[config.mk]
export PLATFORM = sky130hd
export DESIGN_NAME = fault_status_address_capture
export DESIGN_NICKNAME = d
export VERILOG_FILES = /design/src/fault_capture_pkg.sv /design/src/fault_address_latch.sv /design/src/fault_status_address_capture.sv
export SDC_FILE = /design/constraint.sdc
export NUM_CORES = 1
export LEC_CHECK = 0
export BUFFER_PORTS_ARGS = -buffer_cell sky130_fd_sc_hd__clkbuf_2
export CAP_MARGIN = 20
export CORE_UTILIZATION = 30
export CTS_CLUSTER_SIZE = 30
export DETAILED_ROUTE_END_ITERATION = 6
export SLEW_MARGIN = 20
export SYNTH_ARGS = -nofsm -noshare
export SYNTH_HDL_FRONTEND = slang
export SYNTH_SLANG_ARGS = --single-unit
[constraint.sdc]
create_clock -name sys_clk -period 2.4 [get_ports sys_clk]
set_clock_uncertainty 0.15 [all_clocks]
set_input_delay 0.24 -clock sys_clk [delete_from_list [all_inputs] [get_ports sys_clk]]
set_output_delay 0.24 -clock sys_clk [all_outputs]
set_load 0.02 [all_outputs]
[src/fault_capture_pkg.sv]
package fault_capture_pkg;
  localparam logic [11:0] hard_fault_status_off    = 12'hd2c;
  localparam logic [11:0] memory_fault_address_off = 12'hd34;
  localparam logic [11:0] bus_fault_address_off    = 12'hd38;
  localparam int          addr_w                   = 12;
  localparam int          data_w                   = 32;
  localparam int          debug_event_bit          = 31;
  localparam int          hard_fault_flag_a_bit               = 30;
  localparam int          vector_bit               = 1;
  localparam int          priv_bit                 = 0;
  localparam int          byte_w                   = 8;
  localparam logic [31:0] zero_word                = 32'h0000_0000;
  localparam logic [2:0]  size_byte                = 3'h0;
  localparam logic [2:0]  size_half                = 3'h1;
  localparam logic [2:0]  size_word                = 3'h2;
  typedef enum logic [1:0] {
    bus_idle,
    bus_access
  } bus_state_e;
endpackage

[src/fault_address_latch.sv]
`timescale 1ns/100ps
module fault_address_latch #(
  parameter int width = 32
) (
  input  wire logic             sys_clk,
  input  wire logic             reset_n,
  input  wire logic             capture,
  input  wire logic [width-1:0] capture_addr,
  input  wire logic             sw_write,
  input  wire logic [width-1:0] sw_data,
  output logic      [width-1:0] value_q
);
  typedef struct packed {
    logic [width-1:0] value;
  } latch_s;

  latch_s state_q;
  latch_s state_d;

  // hardware capture beats a software write in the same cycle
  always_comb begin
    state_d = state_q;
    if (capture) begin
      state_d.value = capture_addr;
    end else if (sw_write) begin
      state_d.value = sw_data;
    end
  end

  // no defined reset value: contents mean nothing until a capture
  always_ff @(posedge sys_clk) begin
    state_q <= state_d;
  end

  assign value_q = state_q.value;
endmodule

[src/fault_status_address_capture.sv]
`timescale 1ns/100ps
module fault_status_address_capture #(
  parameter int addr_w = fault_capture_pkg::addr_w
) (
  input  wire logic        sys_clk,
  input  wire logic        reset_n,
  input  wire logic        psel,
  input  wire logic        penable,
  input  wire logic        pwrite,
  input  wire logic [31:0] paddr,
  input  wire logic [31:0] pwdata,
  input  wire logic [3:0]  pstrb,
  input  wire logic [2:0]  pprot,
  output logic             pready,
  output logic      [31:0] prdata,
  output logic             pslverr,
  input  wire logic        vector_fetch_active,
  input  wire logic        vector_fetch_bus_error,
  input  wire logic        escalate_to_hard_fault,
  input  wire logic        debug_event,
  input  wire logic        exception_entry,
  input  wire logic [31:0] preempted_pc,
  input  wire logic [31:0] faulting_pc,
  input  wire logic        mem_fault_event,
  input  wire logic [31:0] mem_fault_actual_addr,
  input  wire logic        bus_fault_event,
  input  wire logic [31:0] bus_fault_request_addr,
  output logic             vector_fault_to_hard_fault,
  output logic      [31:0] stacked_return_pc,
  output logic             memory_fault_address_valid,
  output logic             bus_fault_address_valid
);
  ////////////////////////////////////////////////////////////////////////////
  typedef struct packed {
    fault_capture_pkg::bus_state_e bus;
    logic                          ready;
    logic                          slverr;
    logic [31:0]                   rdata;
    logic                          debug_event_flag;
    logic                          hard_fault_flag_a;
    logic                          vector_read_fault_flag;
    logic                          route_hard;
    logic [31:0]                   return_pc;
    logic                          mem_valid;
    logic                          bus_valid;
  } state_s;

  state_s state_q;
  state_s state_d;

  logic [31:0] memory_fault_address_q;
  logic [31:0] bus_fault_address_q;
  logic [31:0] mem_sw_word;
  logic [31:0] bus_sw_word;
  logic [31:0] status_rd;
  logic        vector_error;
  logic        privileged;
  logic        in_access;
  logic        commit;
  logic        commit_write;
  logic        sel_status;
  logic        sel_mem_addr;
  logic        sel_bus_addr;
  logic        wr_status;
  logic        wr_mem_addr;
  logic        wr_bus_addr;
  logic        clr_debug;
  logic        clr_hard_fault_flag_a;
  logic        clr_vector;

  function automatic logic hit(input logic [31:0] a, input logic [11:0] off);
    hit = (a[11:0] == off);
  endfunction

  function automatic logic [31:0] strobe_merge(input logic [31:0] old, input logic [31:0] nw,
                                                input logic [3:0] strb);
    logic [31:0] r;
    r = old;
    for (int i = 0; i < 4; i++) begin
      if (strb[i]) begin
        r[i*8 +: 8] = nw[i*8 +: 8];
      end
    end
    strobe_merge = r;
  endfunction

  // each status bit is guarded by the strobe of the byte lane it sits in
  function automatic logic lane_on(input logic [3:0] strb, input int bit_pos);
    lane_on = strb[bit_pos / fault_capture_pkg::byte_w];
  endfunction

  // reserved bits stay zero, only the three flags show
  function automatic logic [31:0] status_word(input logic dbg, input logic frc, input logic vec);
    logic [31:0] w;
    w                                     = fault_capture_pkg::zero_word;
    w[fault_capture_pkg::debug_event_bit] = dbg;
    w[fault_capture_pkg::hard_fault_flag_a_bit]      = frc;
    w[fault_capture_pkg::vector_bit]      = vec;
    status_word = w;
  endfunction

  ////////////////////////////////////////////////////////////////////////////
  assign vector_error = vector_fetch_active & vector_fetch_bus_error;
  assign privileged   = pprot[fault_capture_pkg::priv_bit];
  assign in_access    = psel & penable & (state_q.bus == fault_capture_pkg::bus_access);
  // write lands only at the pready edge: a capture in the wait cycle is overwritten by it, one in the pready cycle wins
  assign commit       = in_access & state_q.ready;
  assign commit_write = commit & pwrite & privileged;
  assign sel_status   = hit(paddr, fault_capture_pkg::hard_fault_status_off);
  assign sel_mem_addr = hit(paddr, fault_capture_pkg::memory_fault_address_off);
  assign sel_bus_addr = hit(paddr, fault_capture_pkg::bus_fault_address_off);
  assign wr_status    = commit_write & sel_status;
  assign wr_mem_addr  = commit_write & sel_mem_addr;
  assign wr_bus_addr  = commit_write & sel_bus_addr;
  assign clr_debug    = wr_status & lane_on(pstrb, fault_capture_pkg::debug_event_bit)
                        & pwdata[fault_capture_pkg::debug_event_bit];
  assign clr_hard_fault_flag_a   = wr_status & lane_on(pstrb, fault_capture_pkg::hard_fault_flag_a_bit)
                        & pwdata[fault_capture_pkg::hard_fault_flag_a_bit];
  assign clr_vector   = wr_status & lane_on(pstrb, fault_capture_pkg::vector_bit)
                        & pwdata[fault_capture_pkg::vector_bit];
  assign mem_sw_word  = strobe_merge(memory_fault_address_q, pwdata, pstrb);
  assign bus_sw_word  = strobe_merge(bus_fault_address_q, pwdata, pstrb);
  assign status_rd    = status_word(state_q.debug_event_flag, state_q.hard_fault_flag_a,
                                    state_q.vector_read_fault_flag);

  fault_address_latch #(
    .width(fault_capture_pkg::data_w)
  ) u_mem_addr (
    .sys_clk      (sys_clk),
    .reset_n      (reset_n),
    .capture      (mem_fault_event),
    .capture_addr (mem_fault_actual_addr),
    .sw_write     (wr_mem_addr),
    .sw_data      (mem_sw_word),
    .value_q      (memory_fault_address_q)
  );

  fault_address_latch #(
    .width(fault_capture_pkg::data_w)
  ) u_bus_addr (
    .sys_clk      (sys_clk),
    .reset_n      (reset_n),
    .capture      (bus_fault_event),
    .capture_addr (bus_fault_request_addr),
    .sw_write     (wr_bus_addr),
    .sw_data      (bus_sw_word),
    .value_q      (bus_fault_address_q)
  );

  ////////////////////////////////////////////////////////////////////////////
  always_comb begin
    state_d        = state_q;
    state_d.ready  = 1'b0;
    state_d.slverr = 1'b0;
    state_d.route_hard = vector_error;

    if (exception_entry) begin
      state_d.return_pc = (vector_error | state_q.vector_read_fault_flag) ? preempted_pc : faulting_pc;
    end

    // valid flags mirror captures; cleared by a software write to the address
    if (wr_mem_addr) begin
      state_d.mem_valid = 1'b0;
    end
    if (mem_fault_event) begin
      state_d.mem_valid = 1'b1;
    end
    if (wr_bus_addr) begin
      state_d.bus_valid = 1'b0;
    end
    if (bus_fault_event) begin
      state_d.bus_valid = 1'b1;
    end

    // w1c clears first so a same-cycle event wins
    if (clr_debug) begin
      state_d.debug_event_flag = 1'b0;
    end
    if (clr_hard_fault_flag_a) begin
      state_d.hard_fault_flag_a = 1'b0;
    end
    if (clr_vector) begin
      state_d.vector_read_fault_flag = 1'b0;
    end
    if (debug_event) begin
      state_d.debug_event_flag = 1'b1;
    end
    if (escalate_to_hard_fault) begin
      state_d.hard_fault_flag_a = 1'b1;
    end
    if (vector_error) begin
      state_d.vector_read_fault_flag = 1'b1;
    end

    case (state_q.bus)
      fault_capture_pkg::bus_idle: begin
        if (psel & ~penable) begin
          state_d.bus = fault_capture_pkg::bus_access;
        end
      end
      fault_capture_pkg::bus_access: begin
        // one wait state: answer registered so outputs come from flops
        if (~state_q.ready) begin
          state_d.ready = 1'b1;
          state_d.rdata = fault_capture_pkg::zero_word;
          if (~privileged) begin
            state_d.slverr = 1'b1;
          end else if (sel_status) begin
            state_d.rdata = status_rd;
          end else if (sel_mem_addr) begin
            state_d.rdata = memory_fault_address_q;
          end else if (sel_bus_addr) begin
            state_d.rdata = bus_fault_address_q;
          end else begin
            state_d.slverr = 1'b1;
          end
          if (pwrite) begin
            state_d.rdata = fault_capture_pkg::zero_word;
          end
        end else begin
          state_d.bus = fault_capture_pkg::bus_idle;
        end
      end
      default: begin
        state_d.bus = fault_capture_pkg::bus_idle;
      end
    endcase

    if (~reset_n) begin
      state_d = '0;
    end
  end

  always_ff @(posedge sys_clk) begin
    state_q <= state_d;
  end

  ////////////////////////////////////////////////////////////////////////////
  assign pready                     = state_q.ready;
  assign prdata                     = state_q.rdata;
  assign pslverr                    = state_q.slverr;
  assign vector_fault_to_hard_fault = state_q.route_hard;
  assign stacked_return_pc          = state_q.return_pc;
  assign memory_fault_address_valid = state_q.mem_valid;
  assign bus_fault_address_valid    = state_q.bus_valid;
endmodule

==> results.tsv <==
metric	value	unit
crit path launch type	input pin	
initial antenna violation count	0	
Slowest Stage Delay on Critical Path	580	ps
maximum VDD drop	448	uV
post-DR wirelength/cell	15.9	um
Global Route Usage Sum	16.9	%
Synth cell types	40	
CTS root buffer	clkbuf_16	
post-cts sizing count	0	
hold path start	pwdata[11]	
Die Wd	149	um
RSZ-0062 raised after global routing	no	
EDFF count, synth	64	
vias per cell	4.56	
Synth area leaders	edfxtp_1 (30%), dfxtp_1 (23%), mux2_2 (11%)	
FF-to-FF End	stacked_return_pc[17]	
part of the Yosys area used for sequential elements	52.1	%
FF-to-FF path depth	6	
Power Density	649	mW/mm2
area of the multi-input gates	0.00245	mm2
vias in the first global route	5410	
diode count	0	
fin nets	1091	
Post-CTS Setup Bufs	0	
clock tree buffer depth	2	
Worst Path Required	2560	ps
Ys Warns	0	
H-tree depth	4	
share of synthesized flip-flops with an asynchronous set or reset	0	%
most used cell, CP	dlygate4sd3_1	
final WL	18.6	mm
# port buffers	257	
period utilization	91.9	%
Reg-to-Reg Start	state_q[35]	
CTS tree	built	
TNS Setup	0	ps
largest net degree at the start of global routing	36	
Synth Cell Area	0.00649	mm2
Post-DRT Antenna Nets	0	
syn nets	778	
Site Rows	53	
first-pass GRT wire length	28.0	mm
chip height	149	um
Routability Congestion	0.747	
CTS clk-pin slew, worst paths	60	ps
actual slew at the worst max-slew pin	534	ps
Worst path slowest cell	dlygate4sd3_1	
DRC Markers	0	
Lkg Pwr	4.35	nW
cell with the most instances after synthesis	nand2_1	
share of layout cells above drive strength 1	42.1	%
dpl ws	319	ps
Layout area overhead	45.8	%
fin worst setup slack	194	ps
final setup vio count	0	
clock tree sinks	137	
DRT iter0 DRCs	163	
CP endpoint kind	flip-flop	
placed instance count	1008	
post-route design area	0.00946	mm2
Finished Layout Cells	1168	
Die ar.	0.0222	mm2
WS Path Type	in2reg	
Initial Util	30.8	%
final hold vios	0	
Synth Register Bits	137	
Num CTS Buffers	17	
I/O pin total	280	
WHS Endpoint	u_bus_addr.value_q[11]	
syn_area_per_cell	11.4	um2
vias post-DR	5329	
fillers	1999	
hold path depth	2	
register area	0.00338	mm2
post-synth top area share	29.6	%
Final Critical Period	2210	ps
critical-path cell list	dlygate4sd3_1 -> clkbuf_2 -> a21oi_4 -> buf_12 -> mux2i_1 -> dlygate4sd3_1 -> nand2_1 -> o211a_1	
CORE AREA	0.0211	mm2
f_max	453	MHz
Crit path arrival time	2360	ps
Slew Limit Headroom	64.4	%
CP Max Fanout	32	
status	complete, no violations	
Mapped Cells	567	
max_cap viols	0	
clock latency on the worst-skew pair	410	ps
Commonest cells post-synth	nand2_1 (75), dfxtp_1 (73), buf_4 (64), edfxtp_1 (64), mux2_2 (64)	
r2r setup slk	430	ps
class of the worst hold path	in2reg	
Pre-Repair DR Iteration Count	4	
Area after DPL	0.00760	mm2
global route total overflow	0	
top_reg_cell synth	dfxtp_1	
placed wire-length estimate	12.6	mm
Yosys top cell by area	edfxtp_1	
Final Max Tran Viols	0	
Pwr Total	6.14	mW
[worst max-delay path, delay by kind of cell]
family / cells / cell delay, ps
buf+inv: 4 / 1550
compound gates: 2 / 290
mux: 1 / 220
simple gates: 1 / 60
[kinds of logic (layout without fill, tap and decap cells)]
| family | count (synthesis) | in the layout | synth area share [%] |
|---|---|---|---|
| DFF | 137 | 137 | 52.1 |
| muxes | 96 | 96 | 16.0 |
| AOI/OAI and AO/OA | 108 | 108 | 12.5 |
| buffers and inverters | 109 | 435 | 10.4 |
| and+or+nand+nor | 117 | 117 | 8.95 |
[registers in the layout (all words and copies together) (netlist names)]
signal                      count
u_bus_addr.value_q             32
stacked_return_pc              32
u_mem_addr.value_q             32
prdata                         32
pslverr                         1
state_q                         4
vector_fault_to_hard_fault      1
pready                          1
memory_fault_address_valid      1
bus_fault_address_valid         1
[timing repair]
action                                  CTS  global route
hold endpoints to repair                 78             1
endpoints found under the setup margin    0             0
hold buffers                            127             1
[area by class of cell]
| class | instances | area share (%) |
|---|---|---|
| Inverter | 5 | 0.198 |
| Clock buffer | 19 | 4.58 |
| Multi-Input combinational cell | 321 | 25.9 |
| Clock inverter | 13 | 1.53 |
| Tap cell | 275 | 3.64 |
| Timing Repair Buffer | 398 | 28.4 |
| Sequential cell | 137 | 35.8 |
[routing by layer]
layer / part of all wire, % / wire [um] / GRT usage, %
met4: 1.2 / 219 / 4.54
met2: 52 / 9580 / 31.5
met1: 41 / 7540 / 18.6
met3: 6.6 / 1230 / 4.89
met5: 0 / 0 / 0
[how the worst max path moves through the flow]
stage               slack (ps)  cells after the start              startpoint                endpoint
floorplan                  620                      6                paddr[2]   u_bus_addr.value_q[0]
global placement           350                      5                paddr[7]  u_bus_addr.value_q[29]
detailed placement         320                      5                paddr[7]   u_bus_addr.value_q[4]
CTS                        290                      8  vector_fetch_bus_error   stacked_return_pc[10]
global route               120                      8     vector_fetch_active   stacked_return_pc[17]
finish                     190                      8     vector_fetch_active   stacked_return_pc[17]
[through the flow]
step | util, % | hold WS [ps]
finish | 44.9 | 14.0
global route | 44.9 | 0.457
CTS | 44.8 | 0.0436
detailed placement | 36.1 | 293
global placement | 36.1 | 286
floorplan | - | 198
[layout by cell type (no fill, tap or decap), drive strengths merged, types with 9 or more instances in the layout]
cell type	synthesis	routed
edfxtp	64	64
dfxtp	73	73
o211a	32	32
o21ai	33	33
a22oi	29	29
dlygate4sd3	0	128
nand3	9	9
mux2i	32	32
nand2	76	76
clkbuf	23	276
buf	81	13
mux2	64	64
[power breakdown]
part           internal [mW]  total (mW)  switching, mW
Combinational          0.501       0.901          0.400
Clock                   1.54        2.57           1.03
Sequential              2.62        2.67         0.0551
Total                   4.66        6.14           1.48
Power figures use the tool's default switching activity.
